==> src/an_regs_pkg.sv <==
// Package of register indices, field positions and reset values for the
// auto-negotiation expansion and next-page transmit registers.
// Assumes a serial management front end that decodes register reads and writes.
//
// Summary of operation
// - Latch parallel-detection fault until register read
// - Report partner next-page ability from received word
// - Always report local next-page ability as one
// - Latch page-received when new partner word stored
// - Reading expansion register clears page-received
// - Partner autoneg-able set after valid pulse bursts
// - Outgoing more-pages bit follows transmit field
// - Next pages sent only if partner supports
// - Reserved transmit bit reads as zero
// - Message-page field drives outgoing message-page bit
// - Comply field drives outgoing second acknowledge bit
// - Toggle inverts per transmitted next-page word
// - First toggle is inverse of base bit 11
// - Eleven-bit code field fills outgoing code bits
// - Expansion reserved upper bits read zero
package an_regs_pkg;
    localparam logic [4:0] EXPANSION_ADDR = 5'h06;
    localparam logic [4:0] NP_TX_ADDR = 5'h07;
    localparam logic [15:0] NP_TX_RESET = 16'h2001;
    localparam logic [15:0] NP_TX_WRITE_MASK = 16'hB7FF;
    localparam int MORE_PAGES_POS = 15;
    localparam int TOGGLE_POS = 11;
    localparam int PAR_FAULT_POS = 4;
    localparam int LP_NP_ABLE_POS = 3;
    localparam int NP_ABLE_POS = 2;
    localparam int PAGE_RX_POS = 1;
    localparam int LP_AN_ABLE_POS = 0;
    localparam logic LOCAL_NP_ABLE = 1'b1;
endpackage

==> src/latch_high_flag.sv <==
// Holds one latch-high status flag.
// Assumes the read strobe and the event both come from the management clock domain.
`timescale 1ns/1ps
module latch_high_flag (
    input wire logic mclk_in, // Management clock.
    input wire logic srst_in, // Synchronous reset, active high.
    input wire logic event_in, // Current condition or event.
    input wire logic read_in, // Owning register is being read.
    output logic flag_out // Latched value.
);
    logic flag_q;
    logic flag_d;
    // A set in the read cycle wins, so no event is lost.
    assign flag_d = event_in | (flag_q & ~read_in);
    always_ff @(posedge mclk_in) begin
        if (srst_in) begin
            flag_q <= 1'b0;
        end else begin
            flag_q <= flag_d;
        end
    end
    assign flag_out = flag_q;
endmodule

==> src/autoneg_expansion_next_page_regs.sv <==
// Expansion status register and next-page transmit register with the
// outgoing next-page code word.
// Assumes the arbitration engine supplies single-cycle event pulses.
`timescale 1ns/1ps
module autoneg_expansion_next_page_regs
    import an_regs_pkg::*;
(
    input wire logic mclk_in, // Management clock, 40 MHz.
    input wire logic srst_in, // Synchronous reset, active high.
    input wire logic [4:0] reg_addr_in, // Register address.
    input wire logic reg_rd_in, // Read strobe, one cycle.
    input wire logic reg_wr_in, // Write strobe, one cycle.
    input wire logic [15:0] reg_wdata_in, // Write data.
    input wire logic par_fault_in, // Parallel detection fault seen.
    input wire logic page_stored_in, // Partner word stored, pulse.
    input wire logic partner_np_in, // Partner word has more-pages set.
    input wire logic flp_valid_in, // Valid pulse bursts from partner.
    input wire logic base_bit11_in, // Bit 11 of sent base word.
    input wire logic base_sent_in, // Base word sent, pulse.
    input wire logic np_sent_in, // Next-page word sent, pulse.
    output logic [15:0] reg_rdata_out, // Read data, valid after read.
    output logic [15:0] np_word_out, // Outgoing next-page code word.
    output logic np_enable_out // Next-page transmission enabled.
);
    logic [15:0] np_tx_q;
    logic toggle_q;
    logic lp_np_q;
    logic lp_an_q;
    logic [15:0] rdata_q;
    logic [15:0] word_q;
    logic en_q;
    logic fault_flag;
    logic page_flag;
    wire exp_read = reg_rd_in && (reg_addr_in == EXPANSION_ADDR);
    wire tx_write = reg_wr_in && (reg_addr_in == NP_TX_ADDR);
    wire [15:0] tx_write_val = (reg_wdata_in & NP_TX_WRITE_MASK);
    wire [15:0] exp_val = {11'h000, fault_flag, lp_np_q, LOCAL_NP_ABLE,
        page_flag, lp_an_q};
    wire [15:0] tx_val = (np_tx_q & NP_TX_WRITE_MASK) | (16'(toggle_q) << TOGGLE_POS);

    latch_high_flag u_fault (
        .mclk_in(mclk_in),
        .srst_in(srst_in),
        .event_in(par_fault_in),
        .read_in(exp_read),
        .flag_out(fault_flag)
    );

    latch_high_flag u_page (
        .mclk_in(mclk_in),
        .srst_in(srst_in),
        .event_in(page_stored_in),
        .read_in(exp_read),
        .flag_out(page_flag)
    );

    always_ff @(posedge mclk_in) begin
        if (srst_in) begin
            np_tx_q <= NP_TX_RESET;
        end else if (tx_write) begin
            np_tx_q <= tx_write_val;
        end
    end

    always_ff @(posedge mclk_in) begin
        if (srst_in) begin
            toggle_q <= 1'b0;
        end else if (base_sent_in) begin
            toggle_q <= ~base_bit11_in;
        end else if (np_sent_in) begin
            toggle_q <= ~toggle_q;
        end
    end

    // Partner status tracks the receive side; autoneg-able clears only at reset, next-page ability follows each stored page.
    always_ff @(posedge mclk_in) begin
        if (srst_in) begin
            lp_np_q <= 1'b0;
            lp_an_q <= 1'b0;
        end else begin
            if (page_stored_in) begin
                lp_np_q <= partner_np_in;
            end
            if (flp_valid_in) begin
                lp_an_q <= 1'b1;
            end
        end
    end

    always_ff @(posedge mclk_in) begin
        if (srst_in) begin
            rdata_q <= 16'h0000;
            word_q <= 16'h0000;
            en_q <= 1'b0;
        end else begin
            if (reg_rd_in) begin
                rdata_q <= (reg_addr_in == EXPANSION_ADDR) ? exp_val :
                    (reg_addr_in == NP_TX_ADDR) ? tx_val : 16'h0000;
            end
            // More-pages, message-page, comply and code fields pass straight through.
            word_q <= tx_val;
            en_q <= np_tx_q[MORE_PAGES_POS] & lp_np_q;
        end
    end

    assign reg_rdata_out = rdata_q;
    assign np_word_out = word_q;
    assign np_enable_out = en_q;
endmodule

==> config.mk <==
export PLATFORM = sky130hd
export DESIGN_NAME = autoneg_expansion_next_page_regs
export DESIGN_NICKNAME = d
export VERILOG_FILES = /design/src/an_regs_pkg.sv /design/src/latch_high_flag.sv /design/src/autoneg_expansion_next_page_regs.sv
export SDC_FILE = /design/constraint.sdc
export NUM_CORES = 1
export LEC_CHECK = 0
export CAP_MARGIN = 25
export CORE_ASPECT_RATIO = 1.2
export CORE_MARGIN = 2
export CORE_UTILIZATION = 41
export DETAILED_ROUTE_END_ITERATION = 16
export DONT_BUFFER_PORTS = 1
export PLACE_DENSITY_LB_ADDON = 0.12
export SETUP_SLACK_MARGIN = 0.1
export SYNTH_ARGS = -nofsm -noshare
export SYNTH_HDL_FRONTEND = slang
export SYNTH_HIERARCHICAL = 1
export SYNTH_SLANG_ARGS = --single-unit
==> constraint.sdc <==
create_clock -name mclk_in -period 1.7 [get_ports mclk_in]
set_clock_uncertainty 0.2 [all_clocks]
set_input_delay 0.085 -clock mclk_in [delete_from_list [all_inputs] [get_ports mclk_in]]
set_output_delay 0.085 -clock mclk_in [all_outputs]
set_load 0.01 [all_outputs]
# Word-level counts from Yosys, hierarchy flattened
# Cells that the tools add are included.
# classes
n_eq_ne	2
n_mux	4
n_bitwise	9
n_reduce_logical	3
# op_table
operator	n
16-bit 2-to-1 mux	2
16-bit by 12-bit OR with 16-bit output	1
5-bit by 3-bit equality test with 1-bit output (second input constant)	2
1-bit bitwise AND	3
1-bit inverter	3
1-bit logical AND	2
1-bit 2-to-1 mux	2
1-bit OR	2
2-bit nonzero test	1
# word_totals
reg_bits	52
in_bits	32
out_inout_bits	33
word_cells	27

# Logic depth before layout (Yosys ltp)
# depth
depth_word	5
mapped_depth	6
depth_no_buf	4

# Cells and area by module
# The synthesis kept the hierarchy.
# modules_own_cells
module	instances	cells_each	area_each_um2	seq_area_each_um2
autoneg_expansion_next_page_regs	1	161	1664.1	960.9
latch_high_flag	2	4	38.8	20.0

# Worst setup path after synthesis
# No wires, ideal clock.
# synth_timing
path_type	input-to-reg
from	in reg_addr_in[3]
to	reg u_fault.flag_q (netlist: u_fault/flag_out)
setup_ps	113
arrival_ps	901
t_required_ps	1387
slack_ps	486
stages	6
path_buffers	2
cell_sequence	nand4bb_1 buf_4 clkbuf_1 nor3_1 nand2b_1 a21oi_2
# synth_between
elab_chain_len	5
# synth_rtl
element	line	rtl
start, declared	autoneg_expansion_next_page_regs.sv:10	input wire logic [4:0] reg_addr_in,
5-bit by 3-bit equality test with 1-bit output	autoneg_expansion_next_page_regs.sv:34	wire exp_read = reg_rd_in && (reg_addr_in == EXPANSION_ADDR);
1-bit logical AND	autoneg_expansion_next_page_regs.sv:34	
named net exp_read	autoneg_expansion_next_page_regs.sv:34	
1-bit inverter	latch_high_flag.sv:14	assign flag_d = event_in | (flag_q & ~read_in);
1-bit bitwise AND	latch_high_flag.sv:14	
1-bit OR	latch_high_flag.sv:14	
end signal, assigned	latch_high_flag.sv:19	flag_q <= flag_d;
end, declared	latch_high_flag.sv:11	logic flag_q;
# The timed path passes the listed nets, and every way through them passes these cells.
# A chain may end at the register's enable or synchronous reset.

# Worst setup path after layout
# layout_timing
from	in reg_addr_in[0]
to	reg rdata_q[6] (netlist: reg_rdata_out[6])
# layout_between
elab_chain_len	3
elab_cells_between_ends	4
cone_classes	eq/ne: 2; mux: 2
# layout_rtl
element	line	rtl
5-bit by 3-bit equality test with 1-bit output	autoneg_expansion_next_page_regs.sv:98	(reg_addr_in == NP_TX_ADDR) ? tx_val : 16'h0000;
16-bit 2-to-1 mux	autoneg_expansion_next_page_regs.sv:98	
16-bit 2-to-1 mux (*)	autoneg_expansion_next_page_regs.sv:97	rdata_q <= (reg_addr_in == EXPANSION_ADDR) ? exp_val :
end signal, assigned	autoneg_expansion_next_page_regs.sv:97	
end, declared	autoneg_expansion_next_page_regs.sv:29	logic [15:0] rdata_q;
# Every way passes the cells marked *; elsewhere a longest branch is shown, timed or not.

==> impl_metrics.tcl <==
set metrics [dict create \
    status "complete, but fails checks" \
    violations "hold timing" \
    place_area_um2 1770 \
    routabilityCongestion 0.700 \
    drt_iter0_drc 72 \
    die_height_um 75.4 \
    floorplan.initialDensity 0.435 \
    synth_warnings 6 \
    setup_tns_ns 0 \
    holdWs_ns -0.0320 \
    first_pass_iters 4 \
    io-pin-count 65 \
    numCtsBuffers 5 \
    drc 0 \
    cp.required_ns 1.74 \
    synthCells 169 \
    final_hold_viol_count 5 \
    fin_cells 249 \
    final_area_um2 2170 \
    post_cts_buffers 0 \
    multiInputGateArea_um2 614 \
    clk_pin_slew_worst_paths_ns 0.08 \
    final_common_cell "dfxtp_1" \
    path_class "input pin to register" \
    synth_top_area_cell "dfxtp_1" \
    coreArea_um2 4000 \
    yosys.area.top_type_share 0.575 \
    finalCritPeriodShare 0.873 \
    antenna_found_initial 0 \
    cts_root_buffer "clkbuf_8" \
    ant_nets 0 \
    syn_area_um2 1740 \
    synth.top_cells.by_area "dfxtp_1 57%, o41ai_1 6.0%, nor2b_1 5.4%" \
    critPathCaptureType "register" \
    cts_max_level 2 \
    routed_wl_mm 3.82 \
    ff_latch_area_um2 1000 \
    mostFrequentLayoutCells "50 x dfxtp_1, 23 x dlygate4sd3_1, 15 x inv_1, 15 x nor2b_1" \
    synthDistinctLibCells 24 \
    syn_avg_cell_area_um2 10.3 \
    grt_max_degree 39 \
    diodes 0 \
    grt_pass1_wl_mm 6.05 \
    leakage_nw 0.884 \
    cts_buffer_depth 2 \
    yosysSeqAreaShare 0.575 \
    startpoint_type "input pin" \
    ir_drop_uv 507 \
    numPortBuffers 0 \
    min_path_type "input pin to register" \
    fillers 386 \
    power_density_nw_per_um2 984 \
    syn_to_final_growth_pct 24.4 \
    gr-usage-all-layers 0.163 \
    hpwl_mm 2.36 \
    cts_hold_buf 25 \
    ys_ff_latch 50 \
    grt_overflow 0 \
    cp_data_arrival_time_ns 1.52 \
    cap_violations 0 \
    dieArea_um2 4790 \
    cts_tree "done" \
    slew_violations 0 \
    wire_per_inst_um 15.4 \
    rsz0062_at_grt "false" \
    fin_crit_ns 1.48 \
    drive_gt1_frac 0.0872 \
    vias_per_cell 5.04 \
    layout.nets 226 \
    setup_viol 0 \
    numPlacedInstances 215 \
    die_x_um 63.5 \
    clock_latency_ns 0.29 \
    clock-sinks 50 \
    path_max_fanout 10 \
    max_freq_mhz 674 \
    dr_total_vias 1255 \
    grt_pass1_vias 1230 \
    rows 25 \
]
==> worst max-delay path, cell delays in order <==
cell and delay, ns:
dlygate4sd3_1 0.71, inv_2 0.09, nor4_4 0.25, buf_4 0.23
a22o_1 0.15
==> flip-flops by register name (all words and copies together) (netlist names) <==
name,count
u_fault/flag_out,1
lp_an_q,1
np_enable_out,1
np_tx_q,14
toggle_q,1
reg_rdata_out,15
lp_np_q,1
np_word_out,15
u_page/flag_out,1
==> routing by layer <==
| layer | vias up | GRT usage | part of all wire |
|---|---|---|---|
| li1 | 626 | - | - |
| met1 | 582 | 0.196 | 0.42 |
| met2 | 43 | 0.278 | 0.51 |
| met3 | 4 | 0.0502 | 0.055 |
| met4 | 0 | 0.0652 | 0.012 |
| met5 | - | 0 | 0 |
==> final cells by class <==
type,instances,share of cell area
tap,54,0.0312
inverter,16,0.0277
clock buffer,7,0.0352
multi-input combinational,91,0.283
sequential,50,0.462
clock inverter,1,0.0139
timing repair buffer,30,0.147
==> power by group <==
| part | leakage [nW] | total [mW] | switching [mW] | internal [mW] |
|---|---|---|---|---|
| clock | 0.0524 | 0.786 | 0.346 | 0.440 |
| sequential | 0.405 | 1.20 | 0.0124 | 1.19 |
| combinational | 0.426 | 0.146 | 0.0728 | 0.0728 |
==> kinds of logic (layout without fill, tap and decap cells) <==
family	count (synthesis)	after routing	share of synthesized area
multiplexers	7	7	0.0402
XOR/XNOR	1	1	0.00503
AO/OA/AOI/OAI	42	42	0.174
buffers and inverters	29	54	0.0747
flip-flops	50	50	0.575
other	1	2	0.00215
AND/OR/NAND/NOR	39	39	0.129
==> path summary, 6_finish.rpt <==
| kind | from | to | slack [ns] | cells after the start |
|---|---|---|---|---|
| max | reg_addr_in[0] | reg_rdata_out[6] | 0.22 | 5 |
| max reg2reg | u_fault/flag_out | u_fault/flag_out | 0.35 | 3 |
| min reg2reg | np_tx_q[7] | reg_rdata_out[7] | 0.26 | 1 |
| min | reg_rd_in | reg_rdata_out[4] | -0.03 | 4 |
==> through the flow <==
stage	total power [mW]	utilization	setup WS, ns
final	2.13	0.541	0.216
after global routing	2.22	0.541	0.146
after CTS	2.15	0.534	0.108
after detailed placement	1.29	0.443	0.398
after global placement	1.29	0.443	0.434
after floorplan	1.30	-	0.486
==> synthesized netlist by cell type <==
| cell type | n |
|---|---|
| a211oi_1 | 1 |
| a21oi_2 | 2 |
| a22o_1 | 10 |
| and2_1 | 1 |
| buf_2 | 5 |
| buf_4 | 4 |
| clkbuf_1 | 4 |
| conb_1 | 1 |
| dfxtp_1 | 50 |
| inv_1 | 15 |
| inv_2 | 1 |
| mux2i_1 | 7 |
| nand2_1 | 6 |
| nand2b_1 | 2 |
| nand4bb_1 | 1 |
| nor2_1 | 11 |
| nor2b_1 | 15 |
| nor3_1 | 1 |
| nor4_4 | 1 |
| o21ai_0 | 12 |
| o21ai_1 | 5 |
| o41ai_1 | 12 |
| or3_4 | 1 |
| xor2_1 | 1 |
==> timing repair <==
action,4_1_cts,5_1_grt
endpoints found under the setup margin,0,2
endpoints found under the hold margin,40,2
resized for setup,0,1
Note: power is estimated with default switching activity, not from simulation.
